<file path="config.mk">
export PLATFORM = sky130hd
export DESIGN_NAME = char_lcd_ram_access_port
export DESIGN_NICKNAME = d
export VERILOG_FILES = /design/src/rtl/char_lcd_pkg.sv /design/src/rtl/char_lcd_ram_access_port.sv /design/src/rtl/char_lcd_ram.sv
export VERILOG_INCLUDE_DIRS = /design/src /design/src/rtl
export SDC_FILE = /design/constraint.sdc
export NUM_CORES = 2
export LEC_CHECK = 0
export ABC_AREA = 1
export BUFFER_PORTS_ARGS = -buffer_cell sky130_fd_sc_hd__buf_2
export CAP_MARGIN = 30
export CORE_MARGIN = 10
export CORE_UTILIZATION = 63
export DETAILED_ROUTE_END_ITERATION = 8
export PLACE_DENSITY = 0.8
export SYNTH_ARGS = -nofsm -noshare
export SYNTH_HDL_FRONTEND = slang
export SYNTH_HIERARCHICAL = 1
export SYNTH_SLANG_ARGS = --single-unit
</file>
<file path="constraint.sdc">
create_clock -name clock -period 14.34 [get_ports clock]
set_input_delay 2.151 -clock clock [delete_from_list [all_inputs] [get_ports clock]]
set_output_delay 2.151 -clock clock [all_outputs]
set_load 0.02 [all_outputs]
</file>
<file path="src/rtl/char_lcd_regs.svh">
`ifndef CHAR_LCD_REGS_SVH
`define CHAR_LCD_REGS_SVH
// Summary of operation
// - Data write stores whole byte in memory.
// - Last address-set picks write target memory; the code also selects display memory on a cursor shift.
// - Each write steps address counter by one.
// - Write shifts display only when shift enabled.
// - Data read returns byte of selected memory.
// - Set address before reading, else first invalid.
// - Back-to-back reads deliver next address data.
// - Cursor shift prepares read like address-set.
// - Read steps counter by one, never shifts.
// - Narrow mode moves bytes as two nibbles.
// - Narrow mode status read takes two cycles.
// - Narrow mode entered only by command.
// - Commons 8, 11 or 16 by mode.
// - Two lines short font, tall single line.
// - Unused commons drive non-selection waveform.
// - Five segments per digit, 8 or 16 digits.
// - Host selects line count and font height.
// - Direction bit one increments, zero decrements.
// - Shift right on decrement, left on increment.
// - Glyph memory accesses never shift display.
`define OFS_INSTR 4'h0
`define OFS_DATA 4'h4
`define OFS_MODE 4'h8
`define OP_ENTRY 3'd2
`define OP_SHIFT 3'd4
`define OP_FUNC 3'd5
`define OP_GLYPH 3'd6
`define OP_DISPLAY_DATA_RAM 3'd7
`define ENTRY_STEP_BIT 1
`define ENTRY_SHIFT_BIT 0
`define SHIFT_DISP_BIT 3
`define SHIFT_RIGHT_BIT 2
`define FUNC_WIDTH_BIT 4
`define FUNC_LINES_BIT 3
`define FUNC_FONT_BIT 2
`define STATUS_BUSY_BIT 7
`define RST_STEP_UP 1'b1
`define RST_SHIFT_EN 1'b0
`define RST_WIDE 1'b1
`define RST_LINES 1'b0
`define RST_FONT 1'b0
`define RST_AC 7'h00
`define COMMONS_SHORT 5'h08
`define COMMONS_TALL 5'h0b
`define COMMONS_TWO 5'h10
`define DIGITS_ONE 5'h08
`define DIGITS_TWO 5'h10
`define SHIFT_SPAN 6'h28
`define MODE_STEP_BIT 0
`define MODE_SHIFT_BIT 1
`define MODE_WIDE_BIT 2
`define MODE_LINES_BIT 3
`define MODE_FONT_BIT 4
`define MODE_PHASE_BIT 5
`define MODE_TARGET_BIT 6
`define MODE_COMMONS_LSB 8
`define MODE_DIGITS_LSB 16
`define MODE_OFFSET_LSB 24
`endif

</file>
<file path="src/rtl/char_lcd_pkg.sv">
package char_lcd_pkg;
	// Which half of a byte the next narrow access carries.
	typedef enum logic {PHASE_HIGH = 1'b0, PHASE_LOW = 1'b1} phase_t;
	// Memory that data accesses reach.
	typedef enum logic {TARGET_DISPLAY = 1'b0, TARGET_GLYPH = 1'b1} target_t;
	// Instructions that this block acts on.
	typedef enum logic [2:0] {
		CMD_NONE = 3'b000,
		CMD_ENTRY = 3'b001,
		CMD_SHIFT = 3'b010,
		CMD_FUNC = 3'b011,
		CMD_GLYPH = 3'b100,
		CMD_DISPLAY_DATA_RAM = 3'b101
	} cmd_t;
endpackage

</file>
<file path="src/rtl/char_lcd_ram_access_port.sv">
// Local design decisions: the register offsets and the Wishbone slave port.
`timescale 1ns/1ns
`include "char_lcd_regs.svh"
// Byte access to display and glyph memories through one address counter.
module char_lcd_ram_access_port
	import char_lcd_pkg::*;
(
	// Clock and reset.
	input wire logic clock,
	input wire logic reset_n,
	// Wishbone classic slave.
	input wire logic wb_cyc_i,
	input wire logic wb_stb_i,
	input wire logic wb_we_i,
	input wire logic [3:0] wb_adr_i,
	input wire logic [3:0] wb_sel_i,
	input wire logic [31:0] wb_dat_i,
	output logic wb_ack_o,
	output logic [31:0] wb_dat_o,
	// Display side.
	output logic busy_indicator,
	output logic [15:0] common_used,
	output logic [15:0] common_nonselect,
	output logic [4:0] duty_commons,
	output logic [4:0] digit_limit,
	output logic [5:0] display_shift
);
	logic step_up; // Address counter direction, one counts up.
	logic shift_en; // Display shift on display memory writes.
	logic bus_width_select; // One for byte transfers, zero for nibbles.
	logic lines_two; // Two display lines.
	logic font_tall; // Tall font.
	logic [6:0] address_counter; // Shared address counter.
	target_t target; // Memory chosen by the last address designation or cursor shift.
	phase_t phase; // Nibble phase in narrow mode.
	logic [3:0] high_nibble; // First nibble of a narrow write.
	logic [7:0] read_hold; // Byte held between the two narrow reads.
	logic prefetch_pending; // Read buffer must be refilled.
	logic [7:0] mem_rdata; // Read buffer of the memory.

	logic req; // A new bus request is taken this cycle.
	logic hit_instr; // Instruction register addressed.
	logic hit_data; // Data register addressed.
	logic hit_mode; // Mode readback register addressed.
	logic wr_lane; // Write with the low byte lane enabled.
	logic complete; // This access finishes a whole byte.
	logic [7:0] in_byte; // Byte assembled from the bus.
	cmd_t cmd; // Decoded instruction.
	logic exec_instr; // Instruction executes now.
	logic exec_write; // Data write executes now.
	logic exec_read; // Data read completes now.
	logic [7:0] status_byte; // Busy flag and address counter.
	logic [7:0] out_byte; // Byte that the current read sees.
	logic [31:0] next_dat; // Next read data word.

	// Picks the instruction from the highest set bit among bits 7, 6, 5, 4 and 2.
	function automatic cmd_t decode_cmd(input logic [7:0] b);
		cmd_t c;
		c = CMD_NONE;
		if (b[`OP_DISPLAY_DATA_RAM]) begin
			c = CMD_DISPLAY_DATA_RAM;
		end else if (b[`OP_GLYPH]) begin
			c = CMD_GLYPH;
		end else if (b[`OP_FUNC]) begin
			c = CMD_FUNC;
		end else if (b[`OP_SHIFT]) begin
			c = CMD_SHIFT;
		end else if (b[`OP_ENTRY]) begin
			c = CMD_ENTRY;
		end
		return c;
	endfunction

	// Steps the counter by one; glyph addresses wrap in six bits.
	function automatic logic [6:0] step_addr(input logic [6:0] a, input logic up,
		input logic glyph);
		logic [6:0] n;
		n = up ? a + 7'h01 : a - 7'h01;
		if (glyph) begin
			n[6] = 1'b0;
		end
		return n;
	endfunction

	// Moves the display offset by one place within a line span.
	function automatic logic [5:0] move_shift(input logic [5:0] o, input logic left);
		logic [5:0] n;
		if (left) begin
			n = (o == `SHIFT_SPAN - 6'h01) ? 6'h00 : o + 6'h01;
		end else begin
			n = (o == 6'h00) ? `SHIFT_SPAN - 6'h01 : o - 6'h01;
		end
		return n;
	endfunction

	// Address decode and request qualification.
	always_comb begin
		req = wb_cyc_i & wb_stb_i & ~wb_ack_o;
		hit_instr = 1'b0;
		hit_data = 1'b0;
		hit_mode = 1'b0;
		if (wb_adr_i == `OFS_INSTR) begin
			hit_instr = 1'b1;
		end else if (wb_adr_i == `OFS_DATA) begin
			hit_data = 1'b1;
		end else if (wb_adr_i == `OFS_MODE) begin
			hit_mode = 1'b1;
		end
		wr_lane = wb_we_i & wb_sel_i[0];
	end

	// Byte assembly; narrow mode takes the upper four lines only.
	always_comb begin
		complete = bus_width_select | (phase == PHASE_LOW);
		if (bus_width_select) begin
			in_byte = wb_dat_i[7:0];
		end else begin
			in_byte = {high_nibble, wb_dat_i[7:4]};
		end
		cmd = decode_cmd(in_byte);
		exec_instr = req & hit_instr & wr_lane & complete;
		exec_write = req & hit_data & wr_lane & complete;
		exec_read = req & hit_data & ~wb_we_i & complete;
		status_byte = {1'b0, address_counter};
		status_byte[`STATUS_BUSY_BIT] = busy_indicator;
	end

	// Wishbone acknowledge, one cycle after the request, one cycle wide.
	// The ack term in req keeps a held request from being taken twice.
	always_ff @(posedge clock or negedge reset_n) begin
		if (!reset_n) begin
			wb_ack_o <= 1'b0;
		end else begin
			wb_ack_o <= req;
		end
	end

	// Nibble phase flips on every narrow read, and every narrow write with byte lane 0 enabled, to the port registers.
	always_ff @(posedge clock or negedge reset_n) begin
		if (!reset_n) begin
			phase <= PHASE_HIGH;
		end else if (bus_width_select) begin
			phase <= PHASE_HIGH;
		end else if (req & (hit_instr | hit_data) & (~wb_we_i | wb_sel_i[0])) begin
			// Status and data share one phase, so a host must not mix them mid-byte.
			phase <= (phase == PHASE_HIGH) ? PHASE_LOW : PHASE_HIGH;
		end
	end

	// The first narrow write nibble is kept for the second access.
	always_ff @(posedge clock or negedge reset_n) begin
		if (!reset_n) begin
			high_nibble <= 4'h0;
		end else if (req & (hit_instr | hit_data) & wr_lane & (phase == PHASE_HIGH)) begin
			high_nibble <= wb_dat_i[7:4];
		end
	end

	// The whole byte is captured on the first narrow read.
	always_ff @(posedge clock or negedge reset_n) begin
		if (!reset_n) begin
			read_hold <= 8'h00;
		end else if (req & ~wb_we_i & (phase == PHASE_HIGH)) begin
			if (hit_instr) begin
				read_hold <= status_byte;
			end else if (hit_data) begin
				read_hold <= mem_rdata;
			end
		end
	end

	// Entry mode: step direction and shift enable.
	always_ff @(posedge clock or negedge reset_n) begin
		if (!reset_n) begin
			step_up <= `RST_STEP_UP;
			shift_en <= `RST_SHIFT_EN;
		end else if (exec_instr & (cmd == CMD_ENTRY)) begin
			step_up <= in_byte[`ENTRY_STEP_BIT];
			shift_en <= in_byte[`ENTRY_SHIFT_BIT];
		end
	end

	// Function set: bus width, line count and font, only by command.
	always_ff @(posedge clock or negedge reset_n) begin
		if (!reset_n) begin
			bus_width_select <= `RST_WIDE;
			lines_two <= `RST_LINES;
			font_tall <= `RST_FONT;
		end else if (exec_instr & (cmd == CMD_FUNC)) begin
			bus_width_select <= in_byte[`FUNC_WIDTH_BIT];
			lines_two <= in_byte[`FUNC_LINES_BIT];
			font_tall <= in_byte[`FUNC_FONT_BIT];
		end
	end

	// Target memory follows the last address designation; a cursor shift selects the display memory.
	always_ff @(posedge clock or negedge reset_n) begin
		if (!reset_n) begin
			target <= TARGET_DISPLAY;
		end else if (exec_instr & (cmd == CMD_GLYPH)) begin
			target <= TARGET_GLYPH;
		end else if (exec_instr & (cmd == CMD_DISPLAY_DATA_RAM)) begin
			target <= TARGET_DISPLAY;
		end else if (exec_instr & (cmd == CMD_SHIFT) & ~in_byte[`SHIFT_DISP_BIT]) begin
			target <= TARGET_DISPLAY;
		end
	end

	// Address counter: loaded by address sets, stepped by accesses.
	always_ff @(posedge clock or negedge reset_n) begin
		if (!reset_n) begin
			address_counter <= `RST_AC;
		end else if (exec_instr & (cmd == CMD_GLYPH)) begin
			// Glyph addresses are six bits wide, so the top counter bit is cleared.
			address_counter <= {1'b0, in_byte[5:0]};
		end else if (exec_instr & (cmd == CMD_DISPLAY_DATA_RAM)) begin
			address_counter <= in_byte[6:0];
		end else if (exec_instr & (cmd == CMD_SHIFT) & ~in_byte[`SHIFT_DISP_BIT]) begin
			address_counter <= step_addr(address_counter, in_byte[`SHIFT_RIGHT_BIT],
				1'b0);
		end else if (exec_write | exec_read) begin
			address_counter <= step_addr(address_counter, step_up,
				target == TARGET_GLYPH);
		end
	end

	// Display offset; reads and glyph writes never move it.
	always_ff @(posedge clock or negedge reset_n) begin
		if (!reset_n) begin
			display_shift <= 6'h00;
		end else if (exec_write & shift_en & (target == TARGET_DISPLAY)) begin
			display_shift <= move_shift(display_shift, step_up);
		end else if (exec_instr & (cmd == CMD_SHIFT) & in_byte[`SHIFT_DISP_BIT]) begin
			// The display shift instruction moves the offset but never the counter.
			display_shift <= move_shift(display_shift, ~in_byte[`SHIFT_RIGHT_BIT]);
		end
	end

	// Refill of the read buffer after address sets, cursor moves and reads.
	// A write does not refill it, so a read right after a write is stale.
	always_ff @(posedge clock or negedge reset_n) begin
		if (!reset_n) begin
			prefetch_pending <= 1'b0;
		end else if (exec_read) begin
			prefetch_pending <= 1'b1;
		end else if (exec_instr & ((cmd == CMD_GLYPH) | (cmd == CMD_DISPLAY_DATA_RAM))) begin
			prefetch_pending <= 1'b1;
		end else if (exec_instr & (cmd == CMD_SHIFT) & ~in_byte[`SHIFT_DISP_BIT]) begin
			prefetch_pending <= 1'b1;
		end else begin
			// Any other cycle, a write included, leaves the buffer as it is.
			prefetch_pending <= 1'b0;
		end
	end

	// Busy while the read buffer is being refilled.
	always_comb begin
		busy_indicator = prefetch_pending;
	end

	// One memory holds both areas, the target bit on top.
	// Its read data lag the address by one cycle, which the busy pulse covers.
	char_lcd_ram #(
		.WIDTH(8),
		.ADDR_BITS(8)
	) u_ram (
		.clock(clock),
		.reset_n(reset_n),
		.write_en(exec_write),
		.write_addr({target, address_counter}),
		.write_data(in_byte),
		.read_en(prefetch_pending),
		.read_addr({target, address_counter}),
		.read_data(mem_rdata)
	);

	// Read data: whole byte in wide mode, nibbles on the upper lines in narrow mode.
	always_comb begin
		next_dat = 32'h0000_0000;
		out_byte = hit_instr ? status_byte : mem_rdata;
		if (hit_instr | hit_data) begin
			if (bus_width_select) begin
				next_dat[7:0] = out_byte;
			end else if (phase == PHASE_HIGH) begin
				next_dat[7:4] = out_byte[7:4];
			end else begin
				next_dat[7:4] = read_hold[3:0];
			end
		end else if (hit_mode) begin
			// The mode word is a readback of the settings for software.
			next_dat[`MODE_STEP_BIT] = step_up;
			next_dat[`MODE_SHIFT_BIT] = shift_en;
			next_dat[`MODE_WIDE_BIT] = bus_width_select;
			next_dat[`MODE_LINES_BIT] = lines_two;
			next_dat[`MODE_FONT_BIT] = font_tall;
			next_dat[`MODE_PHASE_BIT] = phase;
			next_dat[`MODE_TARGET_BIT] = target;
			next_dat[`MODE_COMMONS_LSB +: 5] = duty_commons;
			next_dat[`MODE_DIGITS_LSB +: 5] = digit_limit;
			next_dat[`MODE_OFFSET_LSB +: 6] = display_shift;
		end
	end

	// Read data register, loaded when a read is taken.
	always_ff @(posedge clock or negedge reset_n) begin
		if (!reset_n) begin
			wb_dat_o <= 32'h0000_0000;
		end else if (req & ~wb_we_i) begin
			wb_dat_o <= next_dat;
		end
	end

	// Scan mode: common count and digit capacity from lines and font.
	always_ff @(posedge clock or negedge reset_n) begin
		if (!reset_n) begin
			duty_commons <= `COMMONS_SHORT;
			digit_limit <= `DIGITS_ONE;
		end else if (lines_two) begin
			// Two lines win over the tall font, which cannot show a second line.
			duty_commons <= `COMMONS_TWO;
			digit_limit <= `DIGITS_TWO;
		end else if (font_tall) begin
			duty_commons <= `COMMONS_TALL;
			digit_limit <= `DIGITS_ONE;
		end else begin
			duty_commons <= `COMMONS_SHORT;
			digit_limit <= `DIGITS_ONE;
		end
	end

	// Commons beyond the scan count carry the non-selection waveform.
	always_ff @(posedge clock or negedge reset_n) begin
		if (!reset_n) begin
			common_used <= 16'h00ff;
			common_nonselect <= 16'hff00;
		end else begin
			for (int i = 0; i < 16; i++) begin
				common_used[i] <= (5'(i) < duty_commons);
				common_nonselect[i] <= ~(5'(i) < duty_commons);
			end
		end
	end
endmodule

</file>
<file path="src/rtl/char_lcd_ram.sv">
`timescale 1ns/1ns
// Simple dual-port memory with a registered read port.
module char_lcd_ram #(
	parameter int WIDTH = 8,
	parameter int ADDR_BITS = 8
) (
	// Clock and reset.
	input wire logic clock,
	input wire logic reset_n,
	// Write port.
	input wire logic write_en,
	input wire logic [ADDR_BITS-1:0] write_addr,
	input wire logic [WIDTH-1:0] write_data,
	// Read port.
	input wire logic read_en,
	input wire logic [ADDR_BITS-1:0] read_addr,
	output logic [WIDTH-1:0] read_data
);
	logic [WIDTH-1:0] mem [0:(1<<ADDR_BITS)-1]; // Storage array, not reset.

	// Writes land on the rising edge.
	always_ff @(posedge clock) begin
		if (write_en) begin
			mem[write_addr] <= write_data;
		end
	end

	// Read data is held in a register until the next read.
	always_ff @(posedge clock or negedge reset_n) begin
		if (!reset_n) begin
			read_data <= '0;
		end else if (read_en) begin
			read_data <= mem[read_addr];
		end
	end
endmodule

</file>
==> flow_metrics.env <==
export IMPL_post_route_cells_drive_above_1_share_pct=6.65
export IMPL_syn_avg_cell_area_sq_um=11.6
export IMPL_report_final_slew_viol_count=0
export IMPL_synth_area_top_cells="edfxtp_1 70%, nand3_1 12%, nand2_1 9.7%"
export IMPL_final_cells=9363
export IMPL_power_leakage_uw=0.0338
export IMPL_max_freq_mhz=191
export IMPL_crit_type="reg -> reg"
export IMPL_reg2reg_depth=15
export IMPL_cts_buffer_depth=3
export IMPL_status="complete, but fails checks"
export IMPL_overflow=0
export IMPL_dieArea_sq_mm=0.154
export IMPL_critPathRequiredTime_ps=15110
export IMPL_setup_tns_ps=0
export IMPL_cp_common_cell="nand3_1"
export IMPL_cts_buffers=199
export IMPL_clkSlewWorstSetupHoldPaths_ps=60
export IMPL_routed_wl_mm=222
export IMPL_setup_viol=0
export IMPL_gp_congestion=0.924
export IMPL_htree_num_levels=4
export IMPL_grt_met1_usage_pct=37.2
export IMPL_vias=59400
export IMPL_crit_path_top_delay_cell="buf_4"
export IMPL_ctsResizeCount=0
export IMPL_grtUsageMet3_pct=6.62
export IMPL_portBuffers=83
export IMPL_viasPerCell=6.35
export IMPL_area_delta_synth_final_pct=8.26
export IMPL_grt_busiest_layer="met2"
export IMPL_synth_edf_count=2048
export IMPL_synth_top_cell_by_area="edfxtp_1"
export IMPL_yosys_warnings=6
export IMPL_place_inst=8987
export IMPL_ios=127
export IMPL_rows=136
export IMPL_drc=6
export IMPL_synthFlopType="edfxtp_1"
export IMPL_end_kind="register"
export IMPL_irDropWorstVdd_mv=0.188
export IMPL_dp_hpwl_mm=119
export IMPL_clkSinkCount=2118
export IMPL_syn_cell_area_sq_mm=0.0876
export IMPL_cp_max_fo=88
export IMPL_relSlewSlack_pct=19.0
export IMPL_dieHeight_um=393
export IMPL_wl_per_cell_um=23.7
export IMPL_slowest_delay_ps=870
export IMPL_die_x_um=393
export IMPL_drtPass1Iterations=9
export IMPL_drt_iter0_drc=9525
export IMPL_seq_area_frac_synth_pct=72.2
export IMPL_grt_pass1_wl_mm=332
export IMPL_synthCells=7556
export IMPL_fin_crit_ps=5250
export IMPL_power_density_mw_per_mm2=150
export IMPL_min_path_type="reg -> reg"
export IMPL_drv_cap=0
export IMPL_hold_viol=0
export IMPL_violations="DRC"
export IMPL_start_util_pct=63.5
export IMPL_antenna_found_initial=4
export IMPL_grt_pass1_vias=56600
export IMPL_final_nets=7450
export IMPL_synth_top_cell_area_share_pct=70.2
export IMPL_tightest_slew_ps=1220
export IMPL_core_sq_mm=0.138
export IMPL_final_util_pct=68.8
export IMPL_ant_nets=0
export IMPL_insertion_delay_ps=850
export IMPL_hold_depth=0
export IMPL_grt_max_degree=268
export IMPL_post_cts_buffers=0
export IMPL_cts_tree="done"
export IMPL_path_cells="inv_16 -> buf_4 -> buf_12 -> buf_4 -> buf_4 -> nand2_1 -> nand3_1 -> nand3_1 -> nand3_1 -> nand3_1 -> nand3_1 -> nand3_1 -> nand3_1 -> nand3_1 -> nand2_1"
export IMPL_fin_crit_sh_pct=36.6
export IMPL_grt_use_total_pct=28.2
export IMPL_cts_hold_buffers=0
export IMPL_cts_root_buf="clkbuf_16"
export IMPL_synth_distinct_cells=42
export IMPL_skew_ps=36.7
export IMPL_cp_arrival_ps=6020
export IMPL_start_kind="register"
export IMPL_synth_ff_latch_count=2118
export IMPL_grt_use_met2_pct=44.9
export IMPL_async_reset_ff_share_pct=3.31
export IMPL_rsz0062_at_grt="no"
synth_stat cells (all sizes together) (2+ instances only):
cell type  count
a21oi          9
o21ai         53
o221ai         4
xnor2          3
clkinv         2
nand4          9
nand2       2271
clkbuf       112
inv          104
dfstp          9
dfrtp         61
or2            4
nand3       2094
xor2           7
nor2         314
ha             5
edfxtp      2048
nor3           7
o211ai         8
buf          427
cells in the final DEF, fill, tap and decap left out, types with 13 or more instances in the layout:
cell type and count:
o21ai_0 47, clkbuf_1 43, conb_1 16, nand2_1 2262, nand3_1 2091, buf_4 63
nor2_1 307, dfrtp_1 56, bufinv_16 17, buf_2 83, edfxtp_1 2048, clkinv_1 40
buf_12 13, clkinv_2 45, clkbuf_16 200, inv_1 92
registers in the layout, indices dropped and copies added (netlist names), 2 cells and up:
name,flops
read_hold,4
common_used,6
u_ram/mem,2048
common_nonselect,6
u_ram/read_data,8
high_nibble,4
wb_dat_o,17
duty_commons,2
address_counter,7
display_shift,6
through the flow:
step                hold slack, ps  worst slack, ps  instance area [sq um]  power [uW]
floorplan                      395             4360                  87600        8510
global placement               437             8820                  88200        9040
detailed placement             431             8890                  88300        9110
CTS                            431             8790                  94600       14200
global route                   468             8960                  94800       14600
finish                         421             9090                  94800       14200
per-layer routing:
metal / routed length, um / vias up
met4: 9620 / 6
met3: 27800 / 682
li1: - / 26300
met5: 44 / -
met1: 78900 / 28500
met2: 106000 / 3984
critical path: cells and delay by family, from the launching register on:
kind,cells,cell delay [ps]
buffers and inverters,5,2690
DFF,1,560
and+or+nand+nor,10,1680
final timing paths:
check                      slack, ps                from            endpoint
max                             9090  address_counter[0]  u_ram/read_data[3]
min                              420     duty_commons[4]     common_used[14]
max reg2reg                     9090  address_counter[0]  u_ram/read_data[3]
min reg2reg                      420     duty_commons[4]     common_used[14]
max in group asynchronous      12180             reset_n  address_counter[2]
min in group asynchronous       1450             reset_n         wb_dat_o[9]
cell families (layout without fill, tap and decap cells):
family | Yosys count | count (layout) | synth area share [%]
AOI/OAI and AO/OA | 76 | 76 | 0.487
xor gates and xnor gates | 10 | 10 | 0.100
adders and majority gates | 5 | 5 | 0.0714
buffers and inverters | 645 | 636 | 3.78
DFF | 2118 | 2118 | 72.2
other | 1 | 23 | 0.00428
and+or+nand+nor | 4701 | 4701 | 23.3
final cells by class:
type	instances	area, sq um
flip-flops and latches	2118	63300
fillers	9061	43000
multi-input cells	4808	21100
clock buffers	243	5170
well taps	1794	2240
repair buffers	167	1370
clock inverters	120	1160
inverters	106	447
diodes	7	17.5
power by group:
part,internal (uW),total [uW],switching [uW]
logic,560,2270,1710
registers,6810,6830,26.2
clock network,2870,5130,2250
total,10200,14200,3990
(Power assumes the default switching activity.)
